### src/rtl/sar_converter_pkg.sv
// Purpose: Shared constants for the successive-approximation converter control.
// Assumes: 8-bit register port, one 125 MHz system clock.
// Notes: Converter clock is a one-cycle enable pulse, not a clock.
package sar_converter_pkg;
   // Register addresses
   localparam logic [7:0] CTRL_ADDR = 8'hD9;
   localparam logic [7:0] INSEL_ADDR = 8'hDA;
   localparam logic [7:0] LOW_ADDR = 8'hDC;
   localparam logic [7:0] HIGH_ADDR = 8'hDD;
   // Control register fields
   localparam int CTRL_DONE_BIT = 7;
   localparam int CTRL_START_BIT = 6;
   localparam int CTRL_DAC_BIT = 5;
   localparam int CTRL_ENABLE_BIT = 4;
   localparam int CTRL_RESULT_LEFT_ADJUST_BIT = 3;
   localparam int CTRL_CLK_LSB = 0;
   // Input-select register fields
   localparam int INSEL_CONNECT_BIT = 7;
   localparam int INSEL_TRIG_LSB = 4;
   localparam int INSEL_DIFFERENTIAL_SELECT_BIT = 3;
   localparam int INSEL_CHAN_LSB = 0;
   // Reset values
   localparam logic [7:0] CTRL_RESET = 8'h00;
   localparam logic [7:0] INSEL_RESET = 8'h00;
   // Result layout
   localparam int RESULT_BITS = 10;
   localparam int PAD_BITS = 6;
   localparam logic [9:0] MIDSCALE = 10'h200;
   // Conversion sequencing, in converter clock cycles
   localparam logic [3:0] ADC_CYCLES = 4'hD;
   localparam logic [3:0] DAC_CYCLES = 4'hB;
   localparam logic [3:0] SAMPLE_CYCLE = 4'h3;
   localparam logic [3:0] DAC_SHOW_CYCLE = 4'h7;
   // Internal converter clock: system clock/63, no faster than the target
   localparam int SYS_CLK_HZ = 125_000_000;
   localparam int CONV_CLK_HZ = 2_000_000;
   localparam int OSC_DIV_CYCLES = (SYS_CLK_HZ + CONV_CLK_HZ - 1) / CONV_CLK_HZ;
   localparam int PRESCALE_BITS = 7;
endpackage

### src/rtl/conv_clock_divider.sv
// Purpose: Converter clock enable from the internal source or a prescaler.
// Assumes: Select 0 picks the internal 2 MHz rate, 1..7 pick sys/2..sys/128.
// Notes: Counters rest while the converter is off to save power.
`timescale 1ns/1ps
`default_nettype none
module conv_clock_divider #(
   parameter int OSC_DIV = 63,
   parameter int PRESCALE_BITS = 7
) (
   input wire logic clk_sys,
   input wire logic reset_n,
   input wire logic enable,
   input wire logic [2:0] clockSelect,
   output logic tick
);
   localparam int OW = $clog2(OSC_DIV);
   logic [PRESCALE_BITS-1:0] prescale_reg;
   logic [OW-1:0] osc_reg;
   logic [PRESCALE_BITS-1:0] mask;

   // Tap mask of the prescaler, independent of any CPU clock divider
   assign mask = PRESCALE_BITS'((32'h1 << clockSelect) - 32'h1);

   // Both dividers run together so a select change needs no restart
   always_ff @(posedge clk_sys or negedge reset_n) begin
      if (!reset_n) begin
         prescale_reg <= '0;
         osc_reg <= '0;
         tick <= 1'b0;
      end else if (!enable) begin
         prescale_reg <= '0;
         osc_reg <= '0;
         tick <= 1'b0;
      end else begin
         prescale_reg <= prescale_reg + PRESCALE_BITS'(1);
         osc_reg <= (osc_reg == OW'(OSC_DIV - 1)) ? '0 : osc_reg + OW'(1);
         if (clockSelect == 3'h0) begin
            tick <= (osc_reg == OW'(OSC_DIV - 1));
         end else begin
            tick <= ((prescale_reg & mask) == mask);
         end
      end
   end
endmodule
`default_nettype wire

### src/rtl/sar_converter_control.sv
// Purpose: Control for a 10-bit SAR converter working as ADC or DAC.
// Assumes: Analog comparator and DAC core sit outside; register port is plain.
// Notes: Mode and data are latched at the start of each conversion.
// Notes on behaviour
// - Signed 10-bit results, sign-extended or left-zeroed
// - Data registers read-only ADC, write-only DAC
// - Differential select picks pin pair difference
// - Eight single-ended or four differential inputs
// - Inputs connect only while connect bit set
// - Converter powered only while enabled
// - ADC takes 13 cycles, samples in third
// - ADC end writes result, sets done flag
// - Result holds until next conversion completes
// - DAC mode needs enable and DAC select
// - DAC ignores mux bits, forces output pins
// - DAC takes 11 cycles, output at seven
// - DAC end sets done flag, same delay
// - DAC buffer loads at start, holds throughout
// - Default converter clock from internal oscillator
// - Alternative clock from 7-bit system prescaler
// - ADC clock choice independent of CPU divider
// - Start bit launches conversion, clears at end
// - Selected timer overflow launches conversion
// - Interrupt vectoring clears done flag
//
// Strobed register access and the placing of the registers are this design's own decisions.
`timescale 1ns/1ps
`default_nettype none
module sar_converter_control import sar_converter_pkg::*; #(
   parameter int OSC_DIV = OSC_DIV_CYCLES
) (
   input wire logic clk_sys,
   input wire logic reset_n,
   input wire logic [7:0] address,
   input wire logic [7:0] writeData,
   input wire logic writeStrobe,
   input wire logic readStrobe,
   output logic [7:0] readData,
   input wire logic [2:0] timerOverflow,
   input wire logic intAck,
   input wire logic compareHigh,
   output logic doneFlag,
   output logic converterPower,
   output logic oscRun,
   output logic muxConnect,
   output logic [2:0] muxChannel,
   output logic muxDifferential,
   output logic sampleActive,
   output logic [9:0] sarCode,
   output logic [9:0] dacOutput,
   output logic p2InputOnly
);
   logic enable_reg;
   logic dacSel_reg;
   logic result_left_adjust_reg;
   logic [2:0] clkSel_reg;
   logic connect_reg;
   logic differential_select_reg;
   logic [2:0] chan_reg;
   logic [1:0] trig_reg;
   logic busy_reg;
   logic convDac_reg;
   logic [3:0] cycleCount_reg;
   logic pendingDone_reg;
   logic [9:0] result_reg;
   logic [9:0] dacBuffer_reg;
   logic [7:0] dacHigh_reg;
   logic [7:0] dacLow_reg;
   logic tick;
   logic wrCtrl;
   logic wrInsel;
   logic trigHit;
   logic swStart;
   logic startAccept;
   logic startDac;
   logic convEnd;
   logic abort;
   logic [3:0] adcBit;
   logic [3:0] dacBit;
   logic [9:0] dacWord;
   logic [7:0] readNext;

   conv_clock_divider #(
      .OSC_DIV(OSC_DIV),
      .PRESCALE_BITS(PRESCALE_BITS)
   ) u_div (
      .clk_sys(clk_sys),
      .reset_n(reset_n),
      .enable(enable_reg),
      .clockSelect(clkSel_reg),
      .tick(tick)
   );

   // Decode of register writes
   assign wrCtrl = writeStrobe && (address == CTRL_ADDR);
   assign wrInsel = writeStrobe && (address == INSEL_ADDR);

   // Timer trigger; code 0 means software start only
   always_comb begin
      case (trig_reg)
         2'h1: trigHit = timerOverflow[0];
         2'h2: trigHit = timerOverflow[1];
         2'h3: trigHit = timerOverflow[2];
         default: trigHit = 1'b0;
      endcase
   end

   // Start needs enable in the same write; running conversions win
   assign swStart = wrCtrl && writeData[CTRL_START_BIT] && writeData[CTRL_ENABLE_BIT];
   assign startAccept = !busy_reg && (swStart || (enable_reg && trigHit));
   assign startDac = wrCtrl ? writeData[CTRL_DAC_BIT] : dacSel_reg; // Mode as now written
   assign abort = busy_reg && !enable_reg;
   assign convEnd = busy_reg && tick &&
      (cycleCount_reg == (convDac_reg ? DAC_CYCLES : ADC_CYCLES));

   // Bit resolved in the current cycle, MSB first
   assign adcBit = ADC_CYCLES - cycleCount_reg;
   assign dacBit = DAC_CYCLES - cycleCount_reg;

   // DAC word from the data pair, laid out like a result
   assign dacWord = result_left_adjust_reg ? {dacHigh_reg, dacLow_reg[7:6]} :
      {dacHigh_reg[1:0], dacLow_reg};

   // Configuration bits; a software start does not stick, busy shows it
   always_ff @(posedge clk_sys or negedge reset_n) begin
      if (!reset_n) begin
         dacSel_reg <= CTRL_RESET[CTRL_DAC_BIT];
         enable_reg <= CTRL_RESET[CTRL_ENABLE_BIT];
         result_left_adjust_reg <= CTRL_RESET[CTRL_RESULT_LEFT_ADJUST_BIT];
         clkSel_reg <= CTRL_RESET[CTRL_CLK_LSB +: 3];
         connect_reg <= INSEL_RESET[INSEL_CONNECT_BIT];
         trig_reg <= INSEL_RESET[INSEL_TRIG_LSB +: 2];
         differential_select_reg <= INSEL_RESET[INSEL_DIFFERENTIAL_SELECT_BIT];
         chan_reg <= INSEL_RESET[INSEL_CHAN_LSB +: 3];
      end else begin
         if (wrCtrl) begin
            dacSel_reg <= writeData[CTRL_DAC_BIT];
            enable_reg <= writeData[CTRL_ENABLE_BIT];
            result_left_adjust_reg <= writeData[CTRL_RESULT_LEFT_ADJUST_BIT];
            clkSel_reg <= writeData[CTRL_CLK_LSB +: 3];
         end
         if (wrInsel) begin
            connect_reg <= writeData[INSEL_CONNECT_BIT];
            trig_reg <= writeData[INSEL_TRIG_LSB +: 2];
            differential_select_reg <= writeData[INSEL_DIFFERENTIAL_SELECT_BIT];
            chan_reg <= writeData[INSEL_CHAN_LSB +: 3];
         end
      end
   end

   // Busy and cycle count; disabling the converter aborts the conversion
   always_ff @(posedge clk_sys or negedge reset_n) begin
      if (!reset_n) begin
         busy_reg <= 1'b0;
         convDac_reg <= 1'b0;
         cycleCount_reg <= 4'h1;
      end else if (startAccept) begin
         busy_reg <= 1'b1;
         convDac_reg <= startDac;
         cycleCount_reg <= 4'h1;
      end else if (convEnd || abort) begin
         busy_reg <= 1'b0;
      end else if (busy_reg && tick) begin
         cycleCount_reg <= cycleCount_reg + 4'h1;
      end
   end

   // Sample window covers exactly the third converter cycle
   always_ff @(posedge clk_sys or negedge reset_n) begin
      if (!reset_n) begin
         sampleActive <= 1'b0;
      end else if (!busy_reg || convDac_reg || abort) begin
         sampleActive <= 1'b0;
      end else if (tick) begin
         sampleActive <= (cycleCount_reg == SAMPLE_CYCLE - 4'h1);
      end
   end

   // Successive approximation; ADC judges bits in cycles 4..13
   always_ff @(posedge clk_sys or negedge reset_n) begin
      if (!reset_n) begin
         sarCode <= MIDSCALE;
         result_reg <= '0;
      end else if (busy_reg && tick && !convDac_reg) begin
         if (cycleCount_reg == SAMPLE_CYCLE) begin
            sarCode <= MIDSCALE;
         end else if (cycleCount_reg > SAMPLE_CYCLE) begin
            sarCode[adcBit] <= compareHigh;
            if (adcBit != 4'h0) begin
               sarCode[adcBit - 4'h1] <= 1'b1;
            end
         end
         // Offset code to two's complement; held until the next end
         if (convEnd) begin
            result_reg <= {sarCode[9:1], compareHigh} ^ MIDSCALE;
         end
      end else if (busy_reg && tick && convDac_reg && cycleCount_reg > 4'h1) begin
         // DAC builds from cycle two onward, MSB first
         sarCode[dacBit] <= dacBuffer_reg[dacBit];
      end
   end

   // Data pair is write-only and only in DAC mode; buffer taken at start
   always_ff @(posedge clk_sys or negedge reset_n) begin
      if (!reset_n) begin
         dacHigh_reg <= '0;
         dacLow_reg <= '0;
         dacBuffer_reg <= MIDSCALE;
      end else begin
         if (writeStrobe && dacSel_reg && address == HIGH_ADDR) begin
            dacHigh_reg <= writeData;
         end
         if (writeStrobe && dacSel_reg && address == LOW_ADDR) begin
            dacLow_reg <= writeData;
         end
         if (startAccept && startDac) begin
            dacBuffer_reg <= dacWord ^ MIDSCALE;
         end
      end
   end

   // Analog output follows the buffer once five MSBs are resolved
   always_ff @(posedge clk_sys or negedge reset_n) begin
      if (!reset_n) begin
         dacOutput <= MIDSCALE;
      end else if (busy_reg && tick && convDac_reg &&
            cycleCount_reg == DAC_SHOW_CYCLE - 4'h1) begin
         dacOutput <= dacBuffer_reg;
      end
   end

   // Done flag waits one converter clock after the end; set wins over clear
   always_ff @(posedge clk_sys or negedge reset_n) begin
      if (!reset_n) begin
         pendingDone_reg <= 1'b0;
         doneFlag <= CTRL_RESET[CTRL_DONE_BIT];
      end else begin
         if (intAck || (wrCtrl && !writeData[CTRL_DONE_BIT])) begin
            doneFlag <= 1'b0;
         end
         if (convEnd) begin
            pendingDone_reg <= 1'b1;
         end else if (pendingDone_reg && tick) begin
            pendingDone_reg <= 1'b0;
            doneFlag <= 1'b1;
         end
      end
   end

   // Pin controls, registered; the mux is gated off in DAC mode
   always_ff @(posedge clk_sys or negedge reset_n) begin
      if (!reset_n) begin
         converterPower <= 1'b0;
         oscRun <= 1'b0;
         muxConnect <= 1'b0;
         muxChannel <= '0;
         muxDifferential <= 1'b0;
         p2InputOnly <= 1'b0;
      end else begin
         converterPower <= enable_reg;
         oscRun <= enable_reg && (clkSel_reg == 3'h0);
         muxConnect <= enable_reg && !dacSel_reg && connect_reg;
         muxChannel <= differential_select_reg ? {1'b0, chan_reg[1:0]} : chan_reg;
         muxDifferential <= differential_select_reg && !dacSel_reg;
         p2InputOnly <= enable_reg && dacSel_reg;
      end
   end

   // Read mux; results show only in ADC mode, unmapped reads give zero
   always_comb begin
      readNext = 8'h00;
      case (address)
         CTRL_ADDR: readNext = {doneFlag, busy_reg, dacSel_reg, enable_reg,
            result_left_adjust_reg, clkSel_reg};
         INSEL_ADDR: readNext = {connect_reg, 1'b0, trig_reg, differential_select_reg, chan_reg};
         HIGH_ADDR: begin
            if (!dacSel_reg) begin
               readNext = result_left_adjust_reg ? result_reg[9:2] :
                  {{PAD_BITS{result_reg[9]}}, result_reg[9:8]};
            end
         end
         LOW_ADDR: begin
            if (!dacSel_reg) begin
               readNext = result_left_adjust_reg ? {result_reg[1:0], {PAD_BITS{1'b0}}} :
                  result_reg[7:0];
            end
         end
         default: readNext = 8'h00;
      endcase
   end

   // Read data stands for the one cycle after the strobe
   always_ff @(posedge clk_sys or negedge reset_n) begin
      if (!reset_n) begin
         readData <= 8'h00;
      end else begin
         readData <= readStrobe ? readNext : 8'h00;
      end
   end
endmodule
`default_nettype wire

### config.mk
export PLATFORM = sky130hd
export DESIGN_NAME = sar_converter_control
export DESIGN_NICKNAME = d
export VERILOG_FILES = /design/src/rtl/sar_converter_pkg.sv /design/src/rtl/conv_clock_divider.sv /design/src/rtl/sar_converter_control.sv
export SDC_FILE = /design/constraint.sdc
export NUM_CORES = 1
export LEC_CHECK = 0
export ABC_AREA = 0
export BUFFER_PORTS_ARGS = -buffer_cell sky130_fd_sc_hd__buf_2
export CORE_MARGIN = 2
export CORE_UTILIZATION = 44
export DETAILED_ROUTE_END_ITERATION = 10
export SYNTH_ARGS = -nofsm -noshare
export SYNTH_HDL_FRONTEND = slang
export SYNTH_SLANG_ARGS = --single-unit
### constraint.sdc
create_clock -name clk_sys -period 4.2 [get_ports clk_sys]
set_input_delay 0.42 -clock clk_sys [delete_from_list [all_inputs] [get_ports clk_sys]]
set_output_delay 0.42 -clock clk_sys [all_outputs]
set_load 0.01 [all_outputs]
==> results of run 1 <==
-- layer usage --
layer | global-route usage, % | part of all wire [%] | up-vias
met5 | 0 | 0 | -
met4 | 6.32 | 1.4 | 0
met3 | 5.37 | 6.1 | 11
met2 | 33.0 | 47 | 134
met1 | 28.7 | 45 | 2156
li1 | - | - | 2040
-- through the flow --
step | hold WS [ns] | setup WS (ns)
6_report | 0.177 | 1.49
4_1_cts | 0.236 | 1.51
3_5_place_dp | 0.425 | 1.53
5_1_grt | 0.270 | 1.36
2_1_floorplan | 0.124 | 2.04
3_3_place_gp | 0.424 | 1.58
-- placed cells by master, fill, tap and decap left out, types with 5 or more instances in the layout --
master,instances
dfrtp_1,104
buf_2,61
nand2_1,38
mux2_2,37
nor2_1,30
mux2_4,19
o21ai_0,18
ha_1,17
nor2b_1,15
a31oi_1,15
inv_1,14
nand3_1,13
mux2i_1,12
a21oi_1,12
xnor2_1,12
mux2_1,12
nor3_1,11
clkbuf_16,9
nand3b_1,8
and2_1,8
o211ai_1,6
a22oi_1,6
o31ai_1,5
a41oi_1,5
-- path summary, 6_finish.rpt --
path	startpoint	to	slack [ns]	depth (start not counted)
worst max-delay path	cycleCount_reg[0]$_DFFE_PN1P_	sarCode[1]$_DFFE_PN0P_	1.49	7
worst min-delay path	reset_n	readData[3]$_DFF_PN0_	0.18	1
worst max register to register	cycleCount_reg[0]$_DFFE_PN1P_	sarCode[1]$_DFFE_PN0P_	1.49	7
worst min register to register	chan_reg[0]$_DFFE_PN0P_	muxChannel[0]$_DFF_PN0_	0.44	0
max in group asynchronous	reset_n	cycleCount_reg[0]$_DFFE_PN1P_	2.97	2
min in group clk_sys	readStrobe	readData[0]$_DFF_PN0_	0.31	2
-- final cells by class --
class	instances	area, um^2
fill	1238	6560
multi-input combinational	379	3010
sequential	108	2710
timing repair buffer	65	335
clock buffer	10	229
tap	176	220
clock inverter	6	72.6
inverter	16	60.1
-- kinds of logic after synthesis --
group	synth area share, %
adders and majority gates	3.60
xor gates and xnor gates	2.37
buffers and inverters	3.28
muxes	17.0
and+or+nand+nor	14.0
AOI/OAI and AO/OA	14.0
DFF	45.8
-- power by group through the flow --
stage               logic [mW]  clock network, mW  registers, mW
floorplan                0.138                  0           1.09
global route             0.231              0.941           1.08
detailed placement       0.208                  0           1.10
global placement         0.207                  0           1.10
CTS                      0.209              0.895           1.08
finish                   0.211              0.871           1.08
==> key figures, run 1 <==
Outcome
  – Status: finished clean

Power and ir drop
  – Psw: 568 uW
  – Peak supply drop: 0.297 mV
  – Pint: 1.59 mW
  – Share of power burned in registers: 50.0%
  – PwrDens: 326 nW/um^2
  – LEAKAGE: 3.11 nW
  – Switching Share: 26.3%
  – Total power: 2.16 mW
  – Clock power frac: 40.3%
  – Logic pwr share: 9.7%

Place
  – Final GP Congestion: 0.860
  – Placed inst area: 6330 um^2
  – Post-detail-place hpwl: 10200 um
  – Number of port buffers: 62
  – Inst Count DP: 744

Layout
  – Layout Cells excl Fill: 760
  – Layout cells sized above 1: 27.1%
  – Area grow syn2layout: 12.2%
  – Utilization after layout: 50.3%
  – Nets: 621
  – Antenna cell count: 0
  – Final instance area: 6630 um^2

CTS
  – Clk slew on worst S/H paths: 0.07 ns
  – Post-CTS setup buffers: 0
  – CTS Buf Count: 9
  – Root Driver: clkbuf_16
  – Hold Buf Count CTS: 0
  – Htree depth: 3
  – CTS sink cnt: 108
  – Clk buf depth: 2
  – Clk Latency, worst-skew pair: 0.36 ns
  – CTS tree: built
  – Post_cts resized: 0

Worst setup path
  – Worst-path fanout max: 13
  – Critical Path RT: 4.45 ns
  – CP bufs+invs: 1
  – Startpoint types: flip-flop
  – Crit Path Category: reg -> reg
  – Critical Path AT: 2.96 ns
  – CP delay by family, top: compound AO/OA/AOI/OAI gates
  – Crit-path cells: inv_1 > ha_1 > o211a_1 > a311oi_2 > o21a_1 > o211ai_1 > a31o_1
  – Crit-path max cell delay: 0.67 ns
  – Slowest CP cell: dfstp_2
  – Crit end category: flip-flop

Synthesis
  – Yosys warning count: 0
  – Main synth FF type: dfrtp_1
  – Post-synth EDFFs: 0
  – Largest area contributor in the netlist: dfrtp_1
  – Flip-flop and latch count after synthesis: 108
  – Distinct cells, synth: 75
  – Yosys top cell area share: 44.0%
  – Post-Syn Instances: 531
  – Ranking of synthesized cells by area: dfrtp_1 44%, mux2_2 7.0%, mux2_4 4.8%, ha_1 3.6%, nand2_1 2.4%
  – Post-synthesis sequential area ratio: 45.8%
  – Synthesized cell area: 5910 um^2
  – Commonest cells post-synth: 104 x dfrtp_1, 38 x nand2_1, 37 x mux2_2
  – Mean Syn Cell Area: 11.1 um^2
  – Ys async rst share: 100%
  – Top-count cell post-synth: dfrtp_1
  – Syn Nets: 573

Global route
  – Largest net degree at the start of global routing: 75
  – Wire length of the first global-routing pass: 23400 um
  – GRT overflow: 0
  – Initial antenna violation count: 0
  – Vias in the first global route: 4374
  – Gr usage total: 21.0%

Die
  – Die Span Y: 120 um
  – Die Wd: 120 um
  – I/O pins: 63
  – Num rows: 42
  – CORE AREA: 13200 um^2
  – Full die area: 14400 um^2
  – Initial Util: 44.8%

STA
  – Fmax: 369 MHz
  – Final setup violation count: 0
  – Sum Neg Setup Slack: 0 ns
  – Slew Viols, Final: 0
  – Tmin final: 2.71 ns
  – Clk_skew: 0.00771 ns
  – Final Hold Vio Count: 0
  – Final worst path period share: 64.5%
  – Slew margin rel.: 36.8%
  – Pin slew with the least headroom to its limit: 0.947 ns
  – RSZ-0062 raised after global routing: false

Detailed routing
  – DRC: 0
  – Final wirelength: 14200 um
  – Drt wl/cell: 18.7 um
  – Antenna-violating nets left: 0
  – Initial DRT Pass Iterations: 4
  – Routed vias/inst: 5.71
  – Vias: 4341
  – Detailed Route Iter0 Violations: 339

Run
  – Max Cap Viol: 0

Worst hold path
  – Hold Path Class: in -> async
(Power assumes the default switching activity.)
==> run 2: changes to the inputs <==
clock period = 2.6 ns   (was 4.2 ns; I/O delays follow)
==> run 2 against run 1 <==
Net effect: critical path depth unchanged; non-clock buffer count increased by 15; count of clock-buffer cells in the layout increased by 1; critical endpoint unchanged.
==> key figures, run 2 (same netlist as run 1, synthesis figures left out) <==
Worst setup path
  – Worst R2R Start: cycleCount_reg[0]$_DFFE_PN1P_ (unchanged)
  – Crit Path Category: reg -> reg (unchanged)
  – Reg2reg setup slack: 0.18 ns (was 1.49 ns)
  – Critical Path AT: 2.66 ns (was 2.96 ns)
  – Worst r2r dst: sarCode[1]$_DFFE_PN0P_ (unchanged)
  – Worst-path fanout max: 10 (was 13)
  – Crit end category: flip-flop (unchanged)
  – Critical Path RT: 2.84 ns (was 4.45 ns)
  – Reg2Reg Depth: 7 (unchanged)
  – Startpoint types: flip-flop (unchanged)

Die
  – Die Wd: 120 um (unchanged)
  – I/O pins: 63 (unchanged)
  – CORE AREA: 13200 um^2 (unchanged)
  – Die Span Y: 120 um (unchanged)
  – Initial Util: 44.8% (unchanged)
  – Num rows: 42 (unchanged)
  – Full die area: 14400 um^2 (unchanged)

CTS
  – Post-CTS setup buffers: 0 (unchanged)
  – Root Driver: clkbuf_16 (unchanged)
  – CTS sink cnt: 108 (unchanged)
  – Clk Latency, worst-skew pair: 0.35 ns (was 0.36 ns)
  – Htree depth: 3 (unchanged)
  – CTS Buf Count: 9 (unchanged)
  – Clk slew on worst S/H paths: 0.07 ns (about the same)
  – Clk buf depth: 2 (unchanged)
  – CTS tree: built (unchanged)

Global route
  – GR Util met1: 31.1% (was 28.7%)
  – Initial antenna violation count: 0 (unchanged)
  – M3 GR Usage: 2.85% (was 5.37%)
  – Gr busiest metal: met2 (unchanged)
  – Wire length of the first global-routing pass: 23700 um (was 23400 um)
  – Largest net degree at the start of global routing: 58 (was 75)
  – Vias in the first global route: 4395 (was 4374)
  – GRT overflow: 0 (unchanged)
  – Gr usage total: 21.0% (about the same)
  – Met2 Track Usage GR: 32.0% (was 33.0%)

Detailed routing
  – Routed vias/inst: 5.73 (was 5.71)
  – Antenna-violating nets left: 0 (unchanged)
  – Initial DRT Pass Iterations: 5 (was 4)
  – Final wirelength: 14200 um (about the same)
  – Drt wl/cell: 18.3 um (was 18.7 um)
  – DRC: 0 (unchanged)
  – Detailed Route Iter0 Violations: 385 (was 339)
  – Vias: 4442 (was 4341)

Run
  – Max Cap Viol: 0 (unchanged)

Place
  – Post-detail-place hpwl: 10200 um (about the same)
  – Inst Count DP: 758 (was 744)
  – Placed inst area: 6450 um^2 (was 6330 um^2)
  – Final GP Congestion: 0.881 (was 0.860)
  – Number of port buffers: 62 (unchanged)

STA
  – Pin slew with the least headroom to its limit: 0.927 ns (was 0.947 ns)
  – Clk_skew: 0.00685 ns (was 0.00771 ns)
  – Fmax: 414 MHz (was 369 MHz)
  – Final worst path period share: 92.9% (was 64.5%)
  – Slew Viols, Final: 0 (unchanged)
  – Slew margin rel.: 38.2% (was 36.8%)
  – Final Hold Vio Count: 0 (unchanged)
  – Sum Neg Setup Slack: 0 ns (unchanged)
  – Final setup violation count: 0 (unchanged)
  – RSZ-0062 raised after global routing: false (unchanged)
  – Tmin final: 2.42 ns (was 2.71 ns)

Worst hold path
  – Hold EP: readData[0]$_DFF_PN0_
  – Hold wc startpoint: readStrobe
  – Worst Hold Path Cells: 2
  – Hold Path Class: in -> reg (was in -> async)

Layout
  – Antenna cell count: 0 (unchanged)
  – Area grow syn2layout: 14.6% (was 12.2%)
  – Layout Cells excl Fill: 775 (was 760)
  – Most frequent cells in the layout: 104 x dfrtp_1, 61 x buf_2, 38 x nand2_1 (unchanged)
  – Nets: 636 (was 621)
  – Layout cells sized above 1: 28.9% (was 27.1%)
  – Most common cell after layout, fill and taps aside: dfrtp_1 (unchanged)
  – Fill count: 1219 (was 1238)
  – Final instance area: 6780 um^2 (was 6630 um^2)

Power and ir drop
  – PwrDens: 517 nW/um^2 (was 326 nW/um^2)
  – Peak supply drop: 0.330 mV (was 0.297 mV)
  – LEAKAGE: 3.19 nW (was 3.11 nW)

Outcome
  – Status: finished clean (unchanged)
run 2: layer usage:
metal  routed length [um]  up-vias  share of wire (%)
met5                    0        -                  0
met4                  200        0                1.4
met3                  497       16                3.5
met2                 6600      120                 47
met1                 6870     2232                 49
li1                     -     2074                  -
run 2: worst max path at each step:
stage / to / cells after the start / start
floorplan: sarCode[1]$_DFFE_PN0P_ / 8 / cycleCount_reg[0]$_DFFE_PN1P_
global placement: sarCode[1]$_DFFE_PN0P_ / 7 / cycleCount_reg[0]$_DFFE_PN1P_
detailed placement: sarCode[1]$_DFFE_PN0P_ / 7 / cycleCount_reg[0]$_DFFE_PN1P_
CTS: sarCode[1]$_DFFE_PN0P_ / 7 / cycleCount_reg[0]$_DFFE_PN1P_
global route: sarCode[1]$_DFFE_PN0P_ / 7 / cycleCount_reg[0]$_DFFE_PN1P_
finish: sarCode[1]$_DFFE_PN0P_ / 7 / cycleCount_reg[0]$_DFFE_PN1P_
run 2: cell type report:
type | instances | area (um^2) | area share, %
multi-input combinational | 379 | 3020 | 44.6
sequential | 108 | 2710 | 40.0
timing repair buffer | 80 | 463 | 6.83
clock buffer | 11 | 243 | 3.58
tap | 176 | 220 | 3.25
clock inverter | 5 | 60.1 | 0.886
inverter | 16 | 60.1 | 0.886
run 2: critical path: stages, from the launching register on:
cell and delay, ns:
dfstp_2 0.67, inv_1 0.10, ha_1 0.23, o211a_1 0.29
a311oi_4 0.45, o21a_1 0.24, o211ai_1 0.11, a31o_1 0.21
run 2: report_power, final:
group | leakage (nW) | total, mW | switching [mW] | internal, mW
clock | 0.151 | 1.40 | 0.621 | 0.779
combinational | 1.58 | 0.367 | 0.239 | 0.128
sequential | 1.45 | 1.73 | 0.0320 | 1.70
total | 3.19 | 3.50 | 0.893 | 2.61
run 2: per-stage QoR:
| stage | total power, mW | hold slack, ns | utilization [%] | setup slack, ns |
|---|---|---|---|---|
| CTS | 3.53 | 0.150 | 51.3 | 0.155 |
| detailed placement | 2.13 | 0.258 | 48.9 | 0.172 |
| floorplan | 1.98 | -0.0356 | - | 0.437 |
| global route | 3.66 | 0.179 | 51.4 | 0.0743 |
| finish | 3.50 | 0.162 | 51.4 | 0.184 |
| global placement | 2.12 | 0.252 | 48.9 | 0.214 |
run 2: what timing repair did:
action,CTS,global route
hold buffers,1,0
hold endpoints to repair,33,0
resized for setup,0,2
setup endpoints to repair,0,1
==> run 3: changes to the inputs <==
--- a/config.mk
+++ b/config.mk
@@ -11,4 +11,5 @@
 export CORE_UTILIZATION = 44
 export DETAILED_ROUTE_END_ITERATION = 10
+export RECOVER_POWER = 100
 export SYNTH_ARGS = -nofsm -noshare
 export SYNTH_HDL_FRONTEND = slang
==> constraint.sdc (replaced) <==
create_clock -name clk_sys -period 2.6 [get_ports clk_sys]
set_input_delay 0.52 -clock clk_sys [delete_from_list [all_inputs] [get_ports clk_sys]]
set_output_delay 0.52 -clock clk_sys [all_outputs]
set_load 0.01 [all_outputs]
==> run 3 against run 2 <==
Net effect: the run now ends with capacitance limit, slew limit left; clock power is 7% higher; clock skew is 0.0031 ns higher; utilization is 1.3 points lower; flip-flop and latch count stayed put; global-route usage is 0.15 points higher; critical endpoint unchanged; largest cell class unchanged.
==> key figures, run 3 (same netlist as run 1, synthesis figures left out) <==
Global route
  – Largest net degree at the start of global routing: 41 (was 58)
  – Met2 Track Usage GR: 33.3% (was 32.0%)
  – Wire length of the first global-routing pass: 23700 um (about the same)
  – Gr busiest metal: met2 (unchanged)
  – Initial antenna violation count: 0 (unchanged)
  – Gr usage total: 21.2% (was 21.0%)
  – GRT overflow: 0 (unchanged)
  – Vias in the first global route: 4486 (was 4395)
  – M3 GR Usage: 4.66% (was 2.85%)
  – GR Util met1: 29.2% (was 31.1%)

CTS
  – CTS sink cnt: 108 (unchanged)
  – CTS Buf Count: 9 (unchanged)
  – Htree depth: 3 (unchanged)
  – Post_cts resized: 0 (unchanged)
  – Post-CTS setup buffers: 0 (unchanged)
  – Clk Latency, worst-skew pair: 0.36 ns (was 0.35 ns)
  – Clk buf depth: 2 (unchanged)
  – Hold Buf Count CTS: 0 (was 1)
  – Clk slew on worst S/H paths: 0.08 ns (was 0.07 ns)
  – Root Driver: clkbuf_16 (unchanged)
  – CTS tree: built (unchanged)

Layout
  – Layout cells sized above 1: 17.5% (was 28.9%)
  – Area grow syn2layout: 11.7% (was 14.6%)
  – Nets: 637 (was 636)
  – Most common cell after layout, fill and taps aside: dfrtp_1 (unchanged)
  – Antenna cell count: 0 (unchanged)
  – Most frequent cells in the layout: 104 x dfrtp_1, 48 x clkbuf_1, 38 x nand2_1 (was 104 x dfrtp_1, 61 x buf_2, 38 x nand2_1)
  – Reg area: 2710 um^2 (unchanged)
  – Multi-input logic area: 2910 um^2 (was 3020 um^2)
  – Layout Cells excl Fill: 776 (was 775)
  – Fill count: 1253 (was 1219)

STA
  – Slew Viols, Final: 38 (was 0)
  – Final Hold Vio Count: 0 (unchanged)
  – Final worst path period share: 94.9% (was 92.9%)
  – Pin slew with the least headroom to its limit: 2.09 ns (was 0.927 ns)
  – RSZ-0062 raised after global routing: false (unchanged)
  – Fmax: 405 MHz (was 414 MHz)
  – Tmin final: 2.47 ns (was 2.42 ns)
  – Sum Neg Setup Slack: 0 ns (unchanged)
  – Slew margin rel.: -39.5% (was 38.2%)
  – Clk_skew: 0.00995 ns (was 0.00685 ns)
  – Final setup violation count: 0 (unchanged)

Run
  – Max Cap Viol: 1 (was 0)

Worst hold path
  – Hold Path Class: in -> reg (unchanged)
  – Hold wc startpoint: readStrobe (unchanged)
  – Worst Hold Path Cells: 2 (unchanged)
  – Hold EP: readData[0]$_DFF_PN0_ (unchanged)

Detailed routing
  – Detailed Route Iter0 Violations: 339 (was 385)
  – Antenna-violating nets left: 0 (unchanged)
  – Vias: 4417 (was 4442)
  – Drt wl/cell: 18.3 um (about the same)
  – Final wirelength: 14200 um (about the same)
  – Routed vias/inst: 5.69 (was 5.73)
  – DRC: 0 (unchanged)
  – Initial DRT Pass Iterations: 5 (unchanged)

Die
  – Die Wd: 120 um (unchanged)
  – I/O pins: 63 (unchanged)
  – Initial Util: 44.8% (unchanged)
  – Die Span Y: 120 um (unchanged)
  – CORE AREA: 13200 um^2 (unchanged)
  – Num rows: 42 (unchanged)
  – Full die area: 14400 um^2 (unchanged)

Worst setup path
  – Worst-path fanout max: 10 (unchanged)
  – Crit end category: flip-flop (unchanged)
  – Critical Path RT: 2.85 ns (was 2.84 ns)
  – Worst R2R Start: cycleCount_reg[0]$_DFFE_PN1P_ (unchanged)
  – Reg2Reg Depth: 7 (unchanged)
  – Worst r2r dst: sarCode[1]$_DFFE_PN0P_ (unchanged)
  – Reg2reg setup slack: 0.13 ns (was 0.18 ns)
  – Startpoint types: flip-flop (unchanged)
  – Critical Path AT: 2.71 ns (was 2.66 ns)
  – Crit Path Category: reg -> reg (unchanged)

Power and ir drop
  – Switching Share: 25.5% (about the same)
  – Clock power frac: 41.9% (was 40.0%)
  – Pint: 2.68 mW (was 2.61 mW)
  – Peak supply drop: 0.459 mV (was 0.330 mV)
  – Share of power burned in registers: 48.3% (was 49.5%)
  – Logic pwr share: 9.9% (was 10.5%)
  – LEAKAGE: 2.99 nW (was 3.19 nW)
  – Total power: 3.59 mW (was 3.50 mW)
  – Psw: 917 uW (was 893 uW)
  – PwrDens: 544 nW/um^2 (was 517 nW/um^2)

Place
  – Number of port buffers: 62 (unchanged)
  – Final GP Congestion: 0.873 (was 0.881)
  – Post-detail-place hpwl: 10400 um (was 10200 um)
  – Inst Count DP: 760 (was 758)

Outcome
  – Failing checks: capacitance limit, slew limit
  – Status: complete, but fails checks (was finished clean)
run 3: cell count changes in the layout (fill, tap and decap cells not counted), moves of 4 or more:
cell | previous run | this run
clkbuf_1 | 1 | 48
buf_2 | 61 | 23
mux2_1 | 12 | 28
mux2_4 | 19 | 3
buf_4 | 17 | 8
and2_0 | 0 | 4
and2_1 | 8 | 4
run 3: routing by layer:
layer / vias to the layer above / share of wire (%)
met5: - / 0
met1: 2213 / 48
li1: 2068 / -
met3: 19 / 4.5
met2: 117 / 46
met4: 0 / 1.8
run 3: worst max path at each step:
stage,startpoint,to,slack [ns]
2_1_floorplan,cycleCount_reg[0]$_DFFE_PN1P_,sarCode[1]$_DFFE_PN0P_,0.44
3_3_place_gp,cycleCount_reg[0]$_DFFE_PN1P_,sarCode[1]$_DFFE_PN0P_,0.23
3_5_place_dp,cycleCount_reg[0]$_DFFE_PN1P_,sarCode[1]$_DFFE_PN0P_,0.19
4_1_cts,cycleCount_reg[0]$_DFFE_PN1P_,sarCode[1]$_DFFE_PN0P_,0.16
5_1_grt,cycleCount_reg[0]$_DFFE_PN1P_,sarCode[1]$_DFFE_PN0P_,0.008
6_report,cycleCount_reg[0]$_DFFE_PN1P_,sarCode[1]$_DFFE_PN0P_,0.13
run 3: final cells by class:
type	instances	share of cell area (%)
Clock buffer	10	3.47
Multi-Input combinational cell	379	44.1
Sequential cell	108	41.0
Clock inverter	6	1.44
Timing Repair Buffer	81	5.78
Inverter	16	0.909
Tap cell	176	3.33
run 3: power by group through the flow:
| stage | combinational (mW) | clock, mW | sequential, mW |
|---|---|---|---|
| 3_5_place_dp | 0.363 | 0 | 1.77 |
| 2_1_floorplan | 0.222 | 0 | 1.76 |
| 4_1_cts | 0.364 | 1.54 | 1.73 |
| 3_3_place_gp | 0.354 | 0 | 1.76 |
| 5_1_grt | 0.393 | 1.60 | 1.74 |
| 6_report | 0.355 | 1.50 | 1.73 |
run 3: worst max-delay path, cell delays in order, from the launching register on:
cell and delay [ns]:
dfstp_2 0.67, inv_1 0.09, ha_1 0.22, o211a_1 0.27, a311oi_2 0.52, o21a_1 0.25, o211ai_1 0.10, a31o_1 0.21
run 3: per-stage QoR:
step / instance area (um^2) / worst slack [ns] / hold slack, ns / utilization (%)
6_report: 6600 / 0.133 / 0.415 / 50.1
5_1_grt: 6600 / 0.00759 / 0.423 / 50.1
4_1_cts: 6790 / 0.161 / 0.139 / 51.5
3_5_place_dp: 6460 / 0.186 / 0.428 / 49.0
3_3_place_gp: 6460 / 0.232 / 0.427 / 49.0
2_1_floorplan: 5910 / 0.437 / 0.224 / -
